## src/rtl/rrpc_defs.svh

```systemverilog
// Offsets, field positions, reset values and limits of the request parameter checker
`ifndef RRPC_DEFS_SVH
`define RRPC_DEFS_SVH
`define RRPC_OFS_FUNC        12'h000
`define RRPC_OFS_ADDR        12'h004
`define RRPC_OFS_SIZE        12'h008
`define RRPC_OFS_DEV         12'h00C
`define RRPC_OFS_REQ         12'h010
`define RRPC_OFS_STAT        12'h014
`define RRPC_REQ_GO_BIT      0
`define RRPC_ST_DONE_BIT     0
`define RRPC_ST_ACCEPT_BIT   1
`define RRPC_ST_CLASS_LSB    2
`define RRPC_ST_RESULT_LSB   4
`define RRPC_ST_REASON_LSB   8
`define RRPC_ST_SLAREA_LSB   16
`define RRPC_ST_MSAREA_LSB   20
`define RRPC_RST_FUNC        8'h00
`define RRPC_RST_WORD        32'h00000000
`define RRPC_RST_DEV         4'h0
`define RRPC_DEV_SERIAL      4'h0
`define RRPC_FC_RD_COIL      8'h01
`define RRPC_FC_RD_INRLY     8'h02
`define RRPC_FC_RD_HOLD      8'h03
`define RRPC_FC_RD_INREG     8'h04
`define RRPC_FC_WR_COIL      8'h05
`define RRPC_FC_WR_HOLD      8'h06
`define RRPC_FC_LOOPBACK     8'h08
`define RRPC_FC_WR_COILS     8'h0F
`define RRPC_FC_WR_HOLDS     8'h10
`define RRPC_BIT_ADDR_MAX    32'h0000FFFF
`define RRPC_HOLD_ADDR_MAX   32'h0000FFFE
`define RRPC_INREG_ADDR_MAX  32'h00007FFF
`define RRPC_SIZE_MIN        32'h00000001
`define RRPC_BIT_READ_MAX    32'h000007D0
`define RRPC_WORD_READ_MAX   32'h0000007D
`define RRPC_COILS_WR_MAX    32'h00000320
`define RRPC_HOLDS_WR_MAX    32'h00000064
`define RRPC_RES_NONE        4'h0
`define RRPC_RES_FMT_ERR     4'h4
`define RRPC_RSN_NONE        8'h00
`define RRPC_RSN_ADDR        8'h06
`define RRPC_RSN_SIZE        8'h07
`define RRPC_RSN_FUNC        8'h08
`endif

```

## src/rtl/rrpc_limit_check.sv

```systemverilog
// Address and size range checks with a single prioritised reason
`timescale 1ns/1ps
`default_nettype none
`include "rrpc_defs.svh"
module rrpc_limit_check #(
  parameter logic [31:0] BIT_READ_MAX      = `RRPC_BIT_READ_MAX,
  parameter logic [31:0] WORD_READ_MAX     = `RRPC_WORD_READ_MAX,
  parameter logic [31:0] COILS_WR_MAX      = `RRPC_COILS_WR_MAX,
  parameter logic [31:0] HOLDS_WR_MAX      = `RRPC_HOLDS_WR_MAX,
  parameter logic [31:0] ALT_BIT_READ_MAX  = `RRPC_BIT_READ_MAX,
  parameter logic [31:0] ALT_WORD_READ_MAX = `RRPC_WORD_READ_MAX,
  parameter logic [31:0] ALT_COILS_WR_MAX  = `RRPC_COILS_WR_MAX,
  parameter logic [31:0] ALT_HOLDS_WR_MAX  = `RRPC_HOLDS_WR_MAX
) (
  // Request
  input  wire logic [7:0]  funcCode,
  input  wire logic [31:0] leadAddr,
  input  wire logic [31:0] xferSize,
  input  wire logic [3:0]  txDevice,
  // From decoder
  input  wire logic        supported,
  input  wire logic        needAddr,
  input  wire logic        needSize,
  // Verdict
  output var  logic        accept,
  output var  logic [3:0]  resultCode,
  output var  logic [7:0]  reasonCode
);
  logic        serialDev;
  logic [31:0] addrMax;
  logic [31:0] sizeMax;
  logic        addrBad;
  logic        sizeBad;
  assign serialDev = (txDevice == `RRPC_DEV_SERIAL);
  always_comb begin
    addrMax = `RRPC_BIT_ADDR_MAX;
    sizeMax = serialDev ? BIT_READ_MAX : ALT_BIT_READ_MAX;
    case (funcCode)
      `RRPC_FC_RD_HOLD, `RRPC_FC_WR_HOLD: begin
        addrMax = `RRPC_HOLD_ADDR_MAX;
        sizeMax = serialDev ? WORD_READ_MAX : ALT_WORD_READ_MAX;
      end
      `RRPC_FC_WR_HOLDS: begin
        addrMax = `RRPC_HOLD_ADDR_MAX;
        sizeMax = serialDev ? HOLDS_WR_MAX : ALT_HOLDS_WR_MAX;
      end
      `RRPC_FC_RD_INREG: begin
        addrMax = `RRPC_INREG_ADDR_MAX;
        sizeMax = serialDev ? WORD_READ_MAX : ALT_WORD_READ_MAX;
      end
      `RRPC_FC_WR_COILS: sizeMax = serialDev ? COILS_WR_MAX : ALT_COILS_WR_MAX;
      default: ;
    endcase
  end
  // Size is an unsigned binary count of bits or words
  assign addrBad = needAddr && (leadAddr > addrMax);
  assign sizeBad = needSize && ((xferSize < `RRPC_SIZE_MIN) || (xferSize > sizeMax));
  always_comb begin
    accept     = 1'b0;
    resultCode = `RRPC_RES_FMT_ERR;
    reasonCode = `RRPC_RSN_NONE;
    if (!supported) begin
      reasonCode = `RRPC_RSN_FUNC;
    end else if (addrBad) begin
      reasonCode = `RRPC_RSN_ADDR;
    end else if (sizeBad) begin
      reasonCode = `RRPC_RSN_SIZE;
    end else begin
      accept     = 1'b1;
      resultCode = `RRPC_RES_NONE;
    end
  end
endmodule // rrpc_limit_check
`default_nettype wire

```

## config.mk

```make
export PLATFORM = sky130hd
export DESIGN_NAME = rrpc_limit_check
export DESIGN_NICKNAME = d
export VERILOG_FILES = /design/src/rtl/rrpc_limit_check.sv
export VERILOG_INCLUDE_DIRS = /design/src /design/src/rtl
export SDC_FILE = /design/constraint.sdc
export NUM_CORES = 1
export LEC_CHECK = 0
export BUFFER_PORTS_ARGS = -buffer_cell sky130_fd_sc_hd__buf_4
export CAP_MARGIN = 20
export CORE_MARGIN = 2
export CORE_UTILIZATION = 34
export DETAILED_ROUTE_END_ITERATION = 10
export MAX_ROUTING_LAYER = met4
export PLACE_DENSITY = 0.85
export SYNTH_ARGS = -nofsm -noshare
export SYNTH_HDL_FRONTEND = slang
export SYNTH_SLANG_ARGS = --single-unit
```

## constraint.sdc

```tcl
create_clock -name vclk -period 4.5
set_clock_uncertainty 0.2 [all_clocks]
set_input_delay 0.675 -clock vclk [all_inputs]
set_output_delay 0.675 -clock vclk [all_outputs]
set_load 0.02 [all_outputs]
```

After elaboration in Yosys (flattened, before gate mapping)
Index checks and enable logic that the tools add are counted.

Memory bits (writable): 0. Flip-flop bits (word level): 0. Bits in latches: 0. Memories: 0. ROM bits: 0. Bits of input ports: 79. Output and inout bits: 13. Word-level logic and storage cells: 24.

Div/mod/pow operators: 0. Order comparisons: 3. Shift operators: 0. Equal/unequal tests: 5. Multiplexer cells: 11. Add/sub/neg operators: 0. Bitwise operators: 0. Multipliers: 0. Reductions and logical operators: 5.

Operators with widths (count): $pmux 11 s3 (1); $gt 32x16->1 (1); $gt 32x32->1 (1); $lt 32x1->1 const B (1); $pmux 16 s2 (1); $eq 8x3->1 const B (2); $mux 3 (5); $eq 8x2->1 const B (1); $eq 8x4->1 const B (1); $eq 8x5->1 const B (1); $reduce_or 3->1 (2); $mux 4 (1); $mux 1 (3); $logic_and 1x1->1 (2); $logic_or 1x1->1 (1).

Logic depth before layout (Yosys ltp)
Gate-level depths: netlist (run 1).

Depth after elaboration: 9. Depth in mapped cells: 12. Depth with buffers taken out: 11.

Worst setup path after synthesis (run 1)
Ideal clock, no wire load.

Path kind: input-to-output. Start point: input port funcCode[5]. End point: output port reasonCode[2]. Slack: 235 ps. Stages: 9. Arrival time: 3390 ps. Buffers on the path: 1. Data required time: 3625 ps. Path through: or3_1 > or3_1 > and2_1 > ha_1 > a211oi_1 > o311ai_1 > a22oi_1 > a221oi_1 > buf_4.

Cells in the longest elaborated chain, start to end: 9. Elaborated cells between the ends (all ways): 17. Classes of those cells: 2 x order compare; 5 x eq/ne; 5 x mux; 5 x reduce/logical.

RTL lines: from (decl) (RTL line rrpc_limit_check.sv:16) `input wire logic [7:0] funcCode,`; $eq 8x3->1 or $eq 8x2->1 (tied branches) (RTL line rrpc_limit_check.sv:38) `case (funcCode)`; $reduce_or 3->1 (no line); $pmux 11 s3 (RTL line rrpc_limit_check.sv:38); $gt 32x32->1 (RTL line rrpc_limit_check.sv:57) `` assign sizeBad = needSize && ((xferSize < `RRPC_SIZE_MIN) || (xferSize > sizeMax)); ``; $logic_or 1x1->1 (RTL line rrpc_limit_check.sv:57); $logic_and 1x1->1 (RTL line rrpc_limit_check.sv:57); $mux 3 (RTL line rrpc_limit_check.sv:66) `end else if (sizeBad) begin`; $mux 3 (*) (RTL line rrpc_limit_check.sv:64) `end else if (addrBad) begin`; $mux 4 (*) (RTL line rrpc_limit_check.sv:62) `if (!supported) begin`; to (decl) (RTL line rrpc_limit_check.sv:27) `output var logic [7:0] reasonCode`.

Every way passes the cells marked *; elsewhere a longest branch is shown, timed or not.

Final worst setup path (run 1)
Start point: input port funcCode[4]. End point: output port accept.

Cells in the longest elaborated chain, start to end: 9. Elaborated cells between the ends (all ways): 17. Classes of those cells: 2 x order compare; 5 x eq/ne; 5 x mux; 5 x reduce/logical.

RTL lines: $eq 8x3->1 or $eq 8x2->1 (tied branches) (RTL line rrpc_limit_check.sv:38); $reduce_or 3->1 (no line); $pmux 11 s3 (RTL line rrpc_limit_check.sv:38); $gt 32x32->1 (RTL line rrpc_limit_check.sv:57); $logic_or 1x1->1 (RTL line rrpc_limit_check.sv:57); $logic_and 1x1->1 (RTL line rrpc_limit_check.sv:57); $mux 1 (RTL line rrpc_limit_check.sv:66); $mux 1 (*) (RTL line rrpc_limit_check.sv:64); $mux 1 (*) (RTL line rrpc_limit_check.sv:62); to (decl) (RTL line rrpc_limit_check.sv:25) `output var logic accept,`.

Marks and branches as above.

==> results of run 1 <==
metrics by stage:
stage | power, W | std cells
2_1_floorplan | 0.0000353 | 108
6_report | 0.0000930 | 208
4_1_cts | 0.0000933 | 208
3_5_place_dp | 0.0000931 | 208
3_3_place_gp | 0.0000899 | 208
5_1_grt | 0.000102 | 208
per-layer routing:
layer  wire [um]  GRT usage
met5           0          -
met4           0          0
met3         173     0.0149
met2        1410      0.425
met1         919      0.207
where the power goes:
group / leakage [nW] / total, W / switching (W) / internal [W]
clock: 0 / 0 / 0 / 0
sequential: 0 / 0 / 0 / 0
combinational: 0.676 / 0.0000930 / 0.0000370 / 0.0000560
total: 0.676 / 0.0000930 / 0.0000370 / 0.0000560
final cells by class:
type / count / area [sq um]
well taps: 27 / 33.8
inverters: 7 / 26.3
multi-input cells: 93 / 662
fillers: 171 / 652
repair buffers: 81 / 608
critical path, stage by stage:
cell       delay [ps]
buf_4             110
inv_1              50
nor4_1            370
a31oi_1            70
or3_1             370
nand2_1           120
ha_1              240
a21o_1            210
a2111oi_4         370
o311ai_1          210
a211oi_2          290
o211a_1           170
buf_4             130
Yosys cell counts:
master | number | share of area
o311ai_1 | 1 | 0.012
nand2_1 | 4 | 0.021
buf_4 | 8 | 0.083
or2_2 | 1 | 0.0086
nand3_1 | 5 | 0.034
a211oi_2 | 1 | 0.017
xor2_1 | 1 | 0.012
mux2i_1 | 2 | 0.028
and2_1 | 2 | 0.017
o21a_1 | 3 | 0.031
nand4_1 | 7 | 0.060
o21ai_0 | 1 | 0.0069
or3_1 | 3 | 0.026
nor4b_1 | 1 | 0.012
a21o_1 | 1 | 0.010
a2111oi_4 | 1 | 0.038
a22oi_1 | 1 | 0.010
a21oi_1 | 3 | 0.021
a31oi_1 | 1 | 0.0086
nand4b_1 | 1 | 0.012
inv_1 | 7 | 0.036
nand2b_1 | 2 | 0.017
conb_1 | 1 | 0.0052
nor4_1 | 11 | 0.095
o211a_1 | 1 | 0.014
or4_4 | 1 | 0.016
nor2b_1 | 1 | 0.0086
a211oi_1 | 1 | 0.010
nor2_1 | 8 | 0.041
or4_1 | 3 | 0.031
o211ai_1 | 1 | 0.010
a221oi_1 | 1 | 0.012
nor3_1 | 4 | 0.028
ha_1 | 12 | 0.21
cells by family (layout without fill, tap and decap cells):
kind of cell,Yosys count,in the layout,share of synthesized area
AND/OR/NAND/NOR,54,54,0.428
AO/OA/AOI/OAI,17,17,0.202
buffers and inverters,15,88,0.119
adder cells (fa/ha/maj),12,12,0.207
multiplexers,2,2,0.0276
other,1,7,0.00517
XOR/XNOR,1,1,0.0121
final timing paths:
kind / end / cells past startpoint
hold / removal: reasonCode[3] / 3
setup / recovery: accept / 13
==> results.md, run 1 <==
- Outcome: finished, final reports clean
- DR vias/cell: 5.17
- Seq/Total Area, Yosys: 0
- Gate Count Post-Synth: 102
- Area grow syn2layout: 83.3%
- Initial core utilization: 0.366
- Vias in the first global route: 1054
- Resized Gates After CTS: 0
- Static leakage: 0.676 nW
- Crit path from: funcCode[4]
- Die Wd: 50.2 um
- Fraction of layout cells with a size suffix above 1: 0.470
- Routed via count: 1075
- CLK BUF: 0
- Die area: 2520 sq um
- Crit share post-route: 0.944
- Power Dens Cells: 69.9 nW/um^2
- Final worst slack: 250 ps
- Commonest non-fill, non-tap cell in the layout: buf_4
- WL/cell: 12.0 um
- Core Area: 1980 sq um
- Post-route ant nets: 0
- Largest net degree at the start of global routing: 7
- DR iter-0 viols: 9
- Worst Hold Launch: supported
- Post-layout min period: 4250 ps
- Sequential cell count: 0
- Die Span Y: 50.2 um
- Req. time, crit path: 3620 ps
- RSZ-0062 raised after global routing: no
- Worst slack, placed: 248 ps
- # IOs: 92
- Fmax: 235 MHz
- NumNets Final: 274
- Worst hold path class: input port to output port
- Area post-placement: 1330 sq um
- Crit path max fanout: 5
- Reg area: 0 sq um
- Syn avg cell area: 7.11 sq um
- Placer Congestion: 0.818
- Finished Core Util: 0.671
- Final hold violation count: 0
- Crit start category: input port
- Final Hold Slack: 1440 ps
- Grt ovf: 0
- Drc violations: 0
- Routed wire length: 2500 um
- Synth unique cells: 34
- WS Path Type: input port to output port
- Antenna cells: 0
- Mapped cell area: 726 sq um
- Number of max-cap violations: 0
- Drt pass-1 iters: 4
- Setup TNS: 0 ps
- Dpl hpwl: 2320 um
- Final instance area: 1330 sq um
- Postcts setup bufs: 0
- Pins over their slew limit: 0
- Critical path capture point type: output port
- Hold Buf Count CTS: 0
- Synth warn: 0
- Worst EP arrival: 3380 ps
- First-pass GRT wire length: 4080 um
- Final setup vio count: 0
- Commonest cells after routing, fill and taps aside: buf_4 (81), ha_1 (12), nor4_1 (11)
- Total GRT Usage: 0.201
- Row cnt: 16
- Antenna violations before repair: 0
- I/O Buffers: 81
- Max VDD drop: 0.0517 mV
(Power assumes the default switching activity.)
==> run 2, diff against run 1 <==
--- a/config.mk
+++ b/config.mk
@@ -13,6 +13,7 @@
 export DETAILED_ROUTE_END_ITERATION = 10
 export MAX_ROUTING_LAYER = met4
 export PLACE_DENSITY = 0.85
+export SETUP_SLACK_MARGIN = 0.5
 export SYNTH_ARGS = -nofsm -noshare
 export SYNTH_HDL_FRONTEND = slang
 export SYNTH_SLANG_ARGS = --single-unit
==> results.md, run 2 (synthesized netlist as in run 1, its figures left out) <==
- Total GRT Usage: 0.233 (+0.0327)
- Crit share post-route: 0.942 (-0.00290)
- Crit path max fanout: 4 (-1)
- Final setup vio count: 0 (unchanged)
- Die Wd: 50.2 um (unchanged)
- Commonest cells after routing, fill and taps aside: buf_4 (81), nor4_1 (10), ha_1 (9)
- Post-route ant nets: 0 (unchanged)
- Final worst slack: 263 ps (+13.1 ps)
- Dpl hpwl: 2350 um (+1.3%)
- Die area: 2520 sq um (unchanged)
- Largest net degree at the start of global routing: 7 (unchanged)
- Sequential cell count: 0 (unchanged)
- Antenna violations before repair: 0 (unchanged)
- Static leakage: 0.715 nW (+5.9%)
- Power Dens Cells: 69.4 nW/um^2 (-0.76%)
- Grt ovf: 0 (unchanged)
- WL/cell: 13.8 um (+15%)
- WS Path Type: input port to output port
- Area grow syn2layout: 104%
- Drc violations: 0 (unchanged)
- Req. time, crit path: 3620 ps (about the same)
- Row cnt: 16 (unchanged)
- Placer Congestion: 0.808 (-1.3%)
- Post-layout min period: 4240 ps (-13.1 ps)
- Multi-input logic area: 764 sq um (+16%)
- Vias in the first global route: 1175 (+11%)
- Initial core utilization: 0.366 (unchanged)
- Antenna cells: 0 (unchanged)
- Pins over their slew limit: 0 (unchanged)
- I/O Buffers: 81 (unchanged)
- Worst slack, placed: 177 ps (-71.5 ps)
- Routed wire length: 2920 um (+17%)
- DR vias/cell: 5.36 (+3.7%)
- NumNets Final: 278 (+1.5%)
- Critical path capture point type: output port
- Die Span Y: 50.2 um (unchanged)
- Worst EP arrival: 3360 ps (-20 ps)
- Fmax: 236 MHz (+0.31%)
- # IOs: 92 (unchanged)
- Crit start category: input port
- Max VDD drop: 0.0487 mV (-5.8%)
- Commonest non-fill, non-tap cell in the layout: buf_4
- First-pass GRT wire length: 4610 um (+13%)
- Setup TNS: 0 ps (unchanged)
- Final hold violation count: 0 (unchanged)
- Drt pass-1 iters: 4 (unchanged)
- Worst hold path class: input port to output port
- Reg area: 0 sq um (unchanged)
- RSZ-0062 raised after global routing: yes
- Fill count: 157 (-8.2%)
- Number of max-cap violations: 0 (unchanged)
- Outcome: finished, final reports clean
- Core Area: 1980 sq um (unchanged)
- DR iter-0 viols: 10 (+1)
- CLK BUF: 0 (unchanged)
- Fraction of layout cells with a size suffix above 1: 0.551 (+0.0817)
- Routed via count: 1136 (+5.7%)
## run 2: metrics by stage
step / power, W / instance area [sq um] / hold WS [ps] / utilization / std cells
detailed placement: 0.0000940 / 1340 / 1480 / 0.677 / 208
finish: 0.000103 / 1480 / 1500 / 0.746 / 212
floorplan: 0.0000361 / 761 / 1250 / - / 108
global placement: 0.0000906 / 1340 / 1460 / 0.677 / 208
global route: 0.000111 / 1480 / 1510 / 0.746 / 212
CTS: 0.0000984 / 1420 / 1480 / 0.717 / 210
## run 2: worst paths after layout
| check | from | endpoint | depth (start not counted) |
|---|---|---|---|
| max | funcCode[6] | resultCode[2] | 11 |
| min | supported | reasonCode[3] | 3 |
## run 2: final cells by class
cell class,count,share of cell area
Timing Repair Buffer,85,0.442
Inverter,7,0.0178
Tap cell,27,0.0229
Multi-Input combinational cell,93,0.517
## run 2: routing by layer
layer,vias up,GRT usage,part of all wire,wire (um)
li1,554,-,-,-
met5,-,-,0,0
met1,508,0.217,0.33,973
met4,0,0.0787,0.038,110
met2,64,0.482,0.55,1620
met3,10,0.0208,0.075,219
## run 2: report_power, final
part | switching (W) | internal [W] | total [W]
Clock | 0 | 0 | 0
Combinational | 0.0000423 | 0.0000602 | 0.000103
Sequential | 0 | 0 | 0
Total | 0.0000423 | 0.0000602 | 0.000103
## run 2: timing repair
action | in CTS | in global routing
gates resized for setup | 11 | 7
hold buffers | 0 | 0
cloned | 0 | 0
setup endpoints to repair | 5 | 5
setup buffers | 2 | 2
pin swaps | 11 | 7
## run 2: worst max-delay path: stages
cell	delay, ps
buf_6	100
or3_4	410
or3_4	420
nand2_4	80
ha_4	200
a21o_1	170
a2111oi_4	360
mux2i_1	200
a211oi_2	370
o211ai_1	190
buf_4	190
